### src/core/hdirq_pkg.sv
package hdirq_pkg;
    // Register offsets
    localparam logic [7:0] HDIRQ_OFS_CTRL   = 8'h04;
    localparam logic [7:0] HDIRQ_OFS_STATUS = 8'h06;
    localparam logic [7:0] HDIRQ_OFS_MASK   = 8'h07;
    // Reset values
    localparam logic [7:0] HDIRQ_RST_CTRL   = 8'h00;
    localparam logic [7:0] HDIRQ_RST_STATUS = 8'h00;
    localparam logic [7:0] HDIRQ_RST_MASK   = 8'h00;
    // Mask register bits
    localparam int HDIRQ_MB_PIN_TRISTATE = 4;
    localparam int HDIRQ_MB_FAIL         = 3;
    localparam int HDIRQ_MB_MIC          = 1;
    localparam int HDIRQ_MB_THREE        = 0;
    // Status register bits share the mask positions of their events
    localparam int HDIRQ_SB_FAIL  = 3;
    localparam int HDIRQ_SB_MIC   = 1;
    localparam int HDIRQ_SB_THREE = 0;
    // Control register bits
    localparam int HDIRQ_CB_LAUNCH_DIS = 3;
    localparam int HDIRQ_CB_PIN_IRQ    = 2;
    // Writable bit sets and the set of status event bits
    localparam logic [7:0] HDIRQ_MASK_WMASK = 8'h1B;
    localparam logic [7:0] HDIRQ_CTRL_WMASK = 8'h0C;
    localparam logic [7:0] HDIRQ_STAT_EVENTS = 8'h0B;
    // Timing
    localparam int unsigned HDIRQ_CLK_KHZ      = 25000;
    localparam int unsigned HDIRQ_DELAY_MS     = 120;
    localparam int unsigned HDIRQ_PERIOD_MS    = 360;
    localparam int unsigned HDIRQ_DELAY_CYC    = HDIRQ_DELAY_MS * HDIRQ_CLK_KHZ;
    localparam int unsigned HDIRQ_PERIOD_CYC   = HDIRQ_PERIOD_MS * HDIRQ_CLK_KHZ;
    // Bus address
    localparam logic [6:0] HDIRQ_I2C_BASE = 7'h2A;  // Arbitrary value

    // Analog comparator results per jack band
    typedef struct packed {
        logic ring2_gnd;
        logic ring2_mic;
        logic sleeve_gnd;
        logic sleeve_mic;
    } hdirq_meas_t;

    // Switch closures
    typedef struct packed {
        logic mic_to_ring2;
        logic mic_to_sleeve;
        logic gnd_to_ring2;
        logic gnd_to_sleeve;
    } hdirq_sw_t;

    // Register write strobe
    typedef struct packed {
        logic       stb;
        logic [7:0] addr;
        logic [7:0] data;
    } hdirq_wr_t;
endpackage : hdirq_pkg

### src/core/hdirq_top.sv
`timescale 1ns/1ps
module hdirq_top
    import hdirq_pkg::*;
#(
    parameter int unsigned DELAY_CYC  = hdirq_pkg::HDIRQ_DELAY_CYC,
    parameter int unsigned PERIOD_CYC = hdirq_pkg::HDIRQ_PERIOD_CYC
) (
    // Clock and reset
    input  wire logic                  clk,
    input  wire logic                  rstn,
    // Bus pins
    input  wire logic                  scl_i,
    input  wire logic                  sda_i,
    output logic                       sda_o,
    output logic                       sda_oe,
    input  wire logic                  addr_sel_i,
    // Jack side
    input  wire logic                  detect_launch_pin,
    input  wire hdirq_pkg::hdirq_meas_t meas_i,
    output hdirq_pkg::hdirq_sw_t       sw_o,
    // Microphone indicator, open drain
    output logic                       mic_detect_n_pin_o,
    output logic                       mic_detect_n_pin_oe
);
    import hdirq_pkg::*;

    // Refuse timing that the 24-bit sequencer counter cannot serve
    if (DELAY_CYC < 1 || PERIOD_CYC <= DELAY_CYC || PERIOD_CYC >= (1 << 24)) begin : g_bad_timing
        $error("hdirq_top: bad detection timing parameters");
    end

    typedef enum {I_IDLE, I_ADDR, I_REG, I_WDATA, I_RDATA} hdirq_bus_t;
    typedef enum {D_IDLE, D_WAIT, D_HOLD} hdirq_det_t;

    logic [2:0]  scl_s_r, sda_s_r, launch_s_r;
    logic [1:0]  asel_s_r;
    hdirq_meas_t meas_m_r, meas_s_r;
    logic [7:0]  mask_r, ctrl_r, status_r, status_nxt;
    hdirq_wr_t   wr_r;
    logic        rd_stat_r;
    hdirq_bus_t  bus_r;
    logic [3:0]  bit_r;
    logic [7:0]  shift_r, tx_r, ptr_r;
    logic        rw_r, mack_r;
    hdirq_det_t  det_r;
    logic [23:0] cnt_r;
    logic [1:0]  class_r;
    logic        mic_detect_n_pin_r;
    logic [7:0]  ev_set;

    // Two-stage synchronisers; third stage only for edge detection
    always_ff @(posedge clk) begin
        if (!rstn) begin
            scl_s_r    <= 3'h7;
            sda_s_r    <= 3'h7;
            launch_s_r <= 3'h0;
            asel_s_r   <= 2'h0;
            meas_m_r   <= '0;
            meas_s_r   <= '0;
        end else begin
            scl_s_r    <= {scl_s_r[1:0], scl_i};
            sda_s_r    <= {sda_s_r[1:0], sda_i};
            launch_s_r <= {launch_s_r[1:0], detect_launch_pin};
            asel_s_r   <= {asel_s_r[0], addr_sel_i};
            meas_m_r   <= meas_i;
            meas_s_r   <= meas_m_r;
        end
    end

    wire scl_rise = scl_s_r[1] & ~scl_s_r[2];
    wire scl_fall = ~scl_s_r[1] & scl_s_r[2];
    wire sda_v    = sda_s_r[1];
    wire start_c  = scl_s_r[1] & scl_s_r[2] & ~sda_s_r[1] & sda_s_r[2];
    wire stop_c   = scl_s_r[1] & scl_s_r[2] & sda_s_r[1] & ~sda_s_r[2];
    wire [6:0] my_addr = {HDIRQ_I2C_BASE[6:1], asel_s_r[1]};

    // Register read decode
    function automatic logic [7:0] rd_byte(input logic [7:0] a, input logic [7:0] st,
                                           input logic [7:0] cr, input logic [7:0] mk);
        unique case (a)
            HDIRQ_OFS_CTRL:   rd_byte = cr;
            HDIRQ_OFS_STATUS: rd_byte = st;
            HDIRQ_OFS_MASK:   rd_byte = mk;
            default:          rd_byte = 8'h00;
        endcase
    endfunction : rd_byte

    // Byte that the pointer selects for the next read transfer
    wire [7:0] rd_sel = rd_byte(ptr_r, status_r, ctrl_r, mask_r);

    // Bus target: bits sampled on SCL rise, driven after SCL fall
    always_ff @(posedge clk) begin
        if (!rstn) begin
            bus_r     <= I_IDLE;
            bit_r     <= 4'h0;
            shift_r   <= 8'h00;
            tx_r      <= 8'h00;
            ptr_r     <= 8'h00;
            rw_r      <= 1'b0;
            mack_r    <= 1'b0;
            sda_oe    <= 1'b0;
            wr_r      <= '0;
            rd_stat_r <= 1'b0;
        end else begin
            wr_r.stb  <= 1'b0;
            rd_stat_r <= 1'b0;
            if (start_c) begin
                bus_r  <= I_ADDR;
                bit_r  <= 4'h0;
                sda_oe <= 1'b0;
            end else if (stop_c) begin
                bus_r  <= I_IDLE;
                sda_oe <= 1'b0;
            end else if (bus_r != I_IDLE && scl_rise) begin
                if (bit_r < 4'h8)
                    shift_r <= {shift_r[6:0], sda_v};
                if (bit_r == 4'h8)
                    mack_r <= ~sda_v;
                bit_r <= bit_r + 4'h1;
            end else if (bus_r != I_IDLE && scl_fall) begin
                if (bit_r == 4'h8) begin
                    sda_oe <= 1'b1;
                    unique case (bus_r)
                        I_ADDR: begin
                            rw_r <= shift_r[0];
                            if (shift_r[7:1] != my_addr) begin
                                bus_r  <= I_IDLE;
                                sda_oe <= 1'b0;
                            end
                        end
                        I_REG:   ptr_r <= shift_r;
                        I_WDATA: begin
                            wr_r  <= '{stb: 1'b1, addr: ptr_r, data: shift_r};
                            ptr_r <= ptr_r + 8'h01;
                        end
                        I_RDATA: sda_oe <= 1'b0;
                        default: bus_r <= I_IDLE;
                    endcase
                end else if (bit_r == 4'h9) begin
                    bit_r  <= 4'h0;
                    sda_oe <= 1'b0;
                    if ((bus_r == I_ADDR && rw_r) || (bus_r == I_RDATA && mack_r)) begin
                        bus_r     <= I_RDATA;
                        tx_r      <= rd_sel;
                        sda_oe    <= ~rd_sel[7];
                        rd_stat_r <= (ptr_r == HDIRQ_OFS_STATUS);
                        ptr_r     <= ptr_r + 8'h01;
                    end else if (bus_r == I_RDATA) begin
                        bus_r <= I_IDLE;
                    end else if (bus_r == I_ADDR) begin
                        bus_r <= I_REG;
                    end else begin
                        bus_r <= I_WDATA;
                    end
                end else if (bus_r == I_RDATA) begin
                    sda_oe <= ~tx_r[3'(4'h7 - bit_r)];
                end
            end
        end
    end
    assign sda_o = 1'b0;

    // Mask register, bits 4, 3, 1, 0 writable
    always_ff @(posedge clk) begin
        if (!rstn)
            mask_r <= HDIRQ_RST_MASK;
        else if (wr_r.stb && wr_r.addr == HDIRQ_OFS_MASK)
            mask_r <= wr_r.data & HDIRQ_MASK_WMASK;
    end

    // Control register: launch disable and pin function
    always_ff @(posedge clk) begin
        if (!rstn)
            ctrl_r <= HDIRQ_RST_CTRL;
        else if (wr_r.stb && wr_r.addr == HDIRQ_OFS_CTRL)
            ctrl_r <= wr_r.data & HDIRQ_CTRL_WMASK;
    end

    wire launch_edge = launch_s_r[1] & ~launch_s_r[2];
    wire launch_ok   = launch_edge & ~ctrl_r[HDIRQ_CB_LAUNCH_DIS];
    wire delay_end   = (det_r == D_WAIT) && (cnt_r == 24'(DELAY_CYC - 1));
    wire period_end  = (det_r == D_HOLD) && (cnt_r == 24'(PERIOD_CYC - 1));

    // Detection sequencer; edges during a running sequence are ignored
    always_ff @(posedge clk) begin
        if (!rstn) begin
            det_r <= D_IDLE;
            cnt_r <= 24'h000000;
        end else begin
            unique case (det_r)
                D_IDLE: begin
                    cnt_r <= 24'h000000;
                    if (launch_ok)
                        det_r <= D_WAIT;
                end
                D_WAIT: begin
                    cnt_r <= cnt_r + 24'h000001;
                    if (delay_end)
                        det_r <= D_HOLD;
                end
                D_HOLD: begin
                    cnt_r <= cnt_r + 24'h000001;
                    if (period_end)
                        det_r <= D_IDLE;
                end
            endcase
        end
    end

    // Impedance classification: 0 fail, 1 three-band, 2 standard, 3 swapped
    always_ff @(posedge clk) begin
        if (!rstn)
            class_r <= 2'h0;
        else if (delay_end) begin
            if (meas_s_r.ring2_gnd && meas_s_r.sleeve_gnd)
                class_r <= 2'h1;
            else if (meas_s_r.ring2_gnd && meas_s_r.sleeve_mic)
                class_r <= 2'h2;
            else if (meas_s_r.sleeve_gnd && meas_s_r.ring2_mic)
                class_r <= 2'h3;
            else
                class_r <= 2'h0;
        end
    end

    // Switch routing: open during a sequence, closed per result at its end
    always_ff @(posedge clk) begin
        if (!rstn)
            sw_o <= '0;
        else if (launch_ok && det_r == D_IDLE)
            sw_o <= '0;
        else if (period_end)
            sw_o <= '{mic_to_ring2:  class_r == 2'h3,
                      mic_to_sleeve: class_r == 2'h2,
                      gnd_to_ring2:  class_r == 2'h1 || class_r == 2'h2,
                      gnd_to_sleeve: class_r == 2'h1 || class_r == 2'h3};
    end

    // Event flags; a new event wins over a read clear
    always_comb begin
        ev_set = 8'h00;
        ev_set[HDIRQ_SB_FAIL]  = period_end && class_r == 2'h0;
        ev_set[HDIRQ_SB_MIC]   = period_end && class_r[1];
        ev_set[HDIRQ_SB_THREE] = period_end && class_r == 2'h1;
        status_nxt = (rd_stat_r ? 8'h00 : status_r) | ev_set;
    end

    always_ff @(posedge clk) begin
        if (!rstn)
            status_r <= HDIRQ_RST_STATUS;
        else
            status_r <= status_nxt & HDIRQ_STAT_EVENTS;
    end

    // Microphone presence as of the last finished sequence
    always_ff @(posedge clk) begin
        if (!rstn)
            mic_detect_n_pin_r <= 1'b0;
        else if (period_end)
            mic_detect_n_pin_r <= class_r[1];
    end

    // Unmasked pending events form the interrupt request
    wire irq_pend = (status_r[HDIRQ_SB_FAIL]  & ~mask_r[HDIRQ_MB_FAIL])
                  | (status_r[HDIRQ_SB_MIC]   & ~mask_r[HDIRQ_MB_MIC])
                  | (status_r[HDIRQ_SB_THREE] & ~mask_r[HDIRQ_MB_THREE]);

    // Indicator pin: only ever pulled low, or floated
    wire pin_low = ctrl_r[HDIRQ_CB_PIN_IRQ] ? irq_pend : mic_detect_n_pin_r;
    assign mic_detect_n_pin_o  = 1'b0;
    assign mic_detect_n_pin_oe = pin_low & ~mask_r[HDIRQ_MB_PIN_TRISTATE];
endmodule : hdirq_top

### config.mk
export PLATFORM = sky130hd
export DESIGN_NAME = hdirq_top
export DESIGN_NICKNAME = d
export VERILOG_FILES = /design/src/core/hdirq_pkg.sv /design/src/core/hdirq_top.sv
export SDC_FILE = /design/constraint.sdc
export NUM_CORES = 1
export LEC_CHECK = 0
export BUFFER_PORTS_ARGS = -buffer_cell sky130_fd_sc_hd__clkbuf_2
export CAP_MARGIN = 20
export CORE_MARGIN = 5
export CORE_UTILIZATION = 50
export DETAILED_ROUTE_END_ITERATION = 12
export PLACE_DENSITY = 0.69
export SLEW_MARGIN = 10
export SYNTH_ARGS = -nofsm -noshare
export SYNTH_HDL_FRONTEND = slang
export SYNTH_SLANG_ARGS = --single-unit
export TNS_END_PERCENT = 10
### constraint.sdc
create_clock -name clk -period 2.9 [get_ports clk]
set_input_delay 0.145 -clock clk [delete_from_list [all_inputs] [get_ports clk]]
set_output_delay 0.145 -clock clk [all_outputs]
set_load 0.1 [all_outputs]
==> results.py <==
metrics = {
    "drt": {
        "drc_errors": 0,
        "drtIter0Drc": 137,
        "routedWlPerCell_microns": 14.1,
        "dr_total_vias": 3734,
        "vias_per_cell": 5.46,
        "drt-total-wl_microns": 9670,
        "firstDrtPassIters": 6,
        "antenna_left": 0,
    },
    "clock_network": {
        "cts_buffers": 9,
        "cts_resized": 0,
        "root_buffer": "clkbuf_8",
        "cts-root-to-sink-buffers": 2,
        "cts_setup_buffers": 0,
        "clk_pin_slew_worst_paths_ns": 0.10,
        "clock_latency_ns": 0.37,
        "cts_sinks": 107,
        "htreeDepth": 3,
        "cts_tree": "yes",
    },
    "place": {
        "dp_hpwl_microns": 6750,
        "place_inst": 660,
        "globalplace.congestion": 0.862,
        "placement.io_buffers": 15,
    },
    "pwr": {
        "leakage_uw": 0.00181,
        "total_power_uw": 2570,
        "p_per_area_nw_per_um2": 483,
        "ir_worst_vdd_mv": 0.315,
    },
    "yosys": {
        "synthSimpleGateAreaFrac_pct": 24.1,
        "ys_seq_elements": 107,
        "synth.avg_cell_area_sq_um": 9.19,
        "yosysMostFrequentCell": "dfxtp_1",
        "yosys_warnings": 0,
        "synth-edff-count": 0,
        "synth.area.top_cells": "dfxtp_1 (44%), mux2i_1 (6.7%), nor2_1 (6.0%)",
        "synth_top_area_share_pct": 43.6,
        "yosys.area.top_type": "dfxtp_1",
        "synthFlopType": "dfxtp_1",
        "synth_xor_area_share_pct": 4.82,
        "synth-adder-area-share_pct": 3.57,
        "syn-instance-count": 534,
        "synth-seq-area-share_pct": 43.6,
        "netlist_area_sq_um": 4910,
        "synth_mux_area_share_pct": 7.49,
        "synth_cell_types": 66,
        "synth_compound_area_share_pct": 12.0,
        "synthArstFlopShare_pct": 0,
        "synth_top_family_by_area": "simple AND/OR/NAND/NOR gates",
        "yosys-top-cells-count": "dfxtp_1 (107), nor2_1 (79), mux2i_1 (33)",
    },
    "global_route": {
        "antenna_found_initial": 0,
        "grt_max_degree": 46,
        "grt_pass1_wl_microns": 17300,
        "grt_overflow": 0,
        "track_usage_pct": 18.2,
        "grt_pass1_vias": 3663,
    },
    "worst_setup_path": {
        "critPathMaxFanout": 15,
        "cpMostUsedCell": "o21ai_1",
        "cp_data_required_time_ns": 3.17,
        "crit_type": "reg2reg",
        "crit_path_end_kind": "flop",
        "critical_path.max_stage_delay_ns": 0.80,
        "path_buf_inv": 1,
        "startpoint_type": "flop",
        "crit_family": "compound AO/OA/AOI/OAI gates",
        "critical_path.cell_chain": "inv_1, ha_1, nand3b_1, a2111oi_4, o21ai_1, o21ai_1, o311a_1",
        "crit_arrival_ns": 2.57,
        "crit_slowest_cell": "o21ai_1",
    },
    "timing": {
        "setup_violations": 0,
        "finClkSkew_ns": 0.0115,
        "relSlewSlack_pct": 33.3,
        "min_period_ns": 2.31,
        "hold_violations": 0,
        "worstMarginPinSlew_ns": 0.994,
        "min_period_over_period_pct": 79.5,
        "drv_slew": 0,
        "fmax_mhz": 434,
        "finalSetupTns_ns": 0,
        "rsz0062_at_grt": "false",
    },
    "status": {
        "status": "finished, final reports clean",
    },
    "floorplan": {
        "rows": 36,
        "fp.dieH_microns": 109,
        "pin_count": 18,
        "die_w_microns": 109,
        "core_area_sq_um": 9680,
        "start_util_pct": 50.7,
        "die_area_sq_um": 11900,
    },
    "finish": {
        "area_growth_pct": 8.36,
        "nets": 570,
        "fin_cells": 684,
        "drive_above_1_share_pct": 9.26,
        "insertedDiodeCount": 0,
    },
    "job": {
        "cap_violations": 0,
    },
    "worst_hold_path": {
        "worstHoldPathType": "in2reg",
    },
}
[metrics by stage]
stage,utilization (%),setup WS (ns),cell area (sq um),hold WS [ns]
final,54.9,0.594,5320,0.220
after global routing,54.9,0.300,5320,0.233
after CTS,54.9,0.605,5320,0.211
after detailed placement,52.0,0.623,5040,0.335
after global placement,52.0,0.741,5040,0.339
after floorplan,-,0.0550,4910,0.246
[registers in the layout, summed over array words and instances, names as in the netlist, 2 cells and up]
signal      flops
cnt_r          24
wr_r           14
ptr_r           8
shift_r         8
tx_r            5
bit_r           4
mask_r          4
meas_m_r        4
meas_s_r        4
sw_o            4
bus_r           3
launch_s_r      3
scl_s_r         3
sda_s_r         3
status_r        3
asel_s_r        2
class_r         2
ctrl_r          2
det_r           2
[layer usage]
layer / GRT usage, % / share of wire (%) / vias up
li1: - / - / 1888
met1: 23.8 / 47 / 1749
met3: 3.55 / 4.5 / 15
met2: 30.0 / 47 / 82
met5: 0 / 0 / -
met4: 6.04 / 1.6 / 0
[final timing paths]
path	from	end	slack, ns	cells past startpoint
min	rstn	sda_s_r[2]$_SDFF_PN1_	0.22	2
max	bit_r[1]$_SDFFE_PP0P_	ptr_r[0]$_SDFFE_PN0P_	0.59	7
max reg2reg	bit_r[1]$_SDFFE_PP0P_	ptr_r[0]$_SDFFE_PN0P_	0.59	7
min reg2reg	sda_s_r[0]$_SDFF_PN1_	sda_s_r[1]$_SDFF_PN1_	0.43	1
[power by group]
group          switching [uW]  internal, uW
combinational             101          52.2
clock                     551           362
sequential               12.8          1490
[cells in the final DEF (no fill, tap or decap), types with 9 or more instances in the layout]
cell / netlist / routed
dfxtp_1: 107 / 107
nor2_1: 79 / 79
mux2i_1: 33 / 33
nand2_1: 30 / 30
nand3_1: 27 / 27
xor2_1: 21 / 21
a21oi_1: 21 / 21
inv_1: 16 / 16
and2_1: 16 / 16
clkbuf_2: 0 / 15
ha_1: 14 / 14
clkbuf_8: 0 / 10
nor2b_1: 9 / 9
nor3_1: 9 / 9
[layout make-up]
class | instances | area, sq um
clock buffers | 10 | 138
clock inverters | 6 | 62.6
fillers | 895 | 4360
inverters | 17 | 63.8
multi-input cells | 383 | 2550
flip-flops and latches | 107 | 2140
well taps | 133 | 166
repair buffers | 28 | 193
[cells by family (layout without fill, tap and decap cells)]
family / count (synthesis) / after routing
AO/OA/AOI/OAI: 79 / 79
XOR/XNOR: 27 / 27
adder cells (fa/ha/maj): 14 / 14
buffers and inverters: 45 / 61
flip-flops: 107 / 107
multiplexers: 35 / 35
other: 1 / 2
AND/OR/NAND/NOR: 226 / 226
[repair_timing]
item / in CTS / in global routing
setup endpoints to repair: 0 / 0
endpoints found under the hold margin: 8 / 0
hold buffers: 8 / 0
Note: power is estimated with default switching activity, not from simulation.
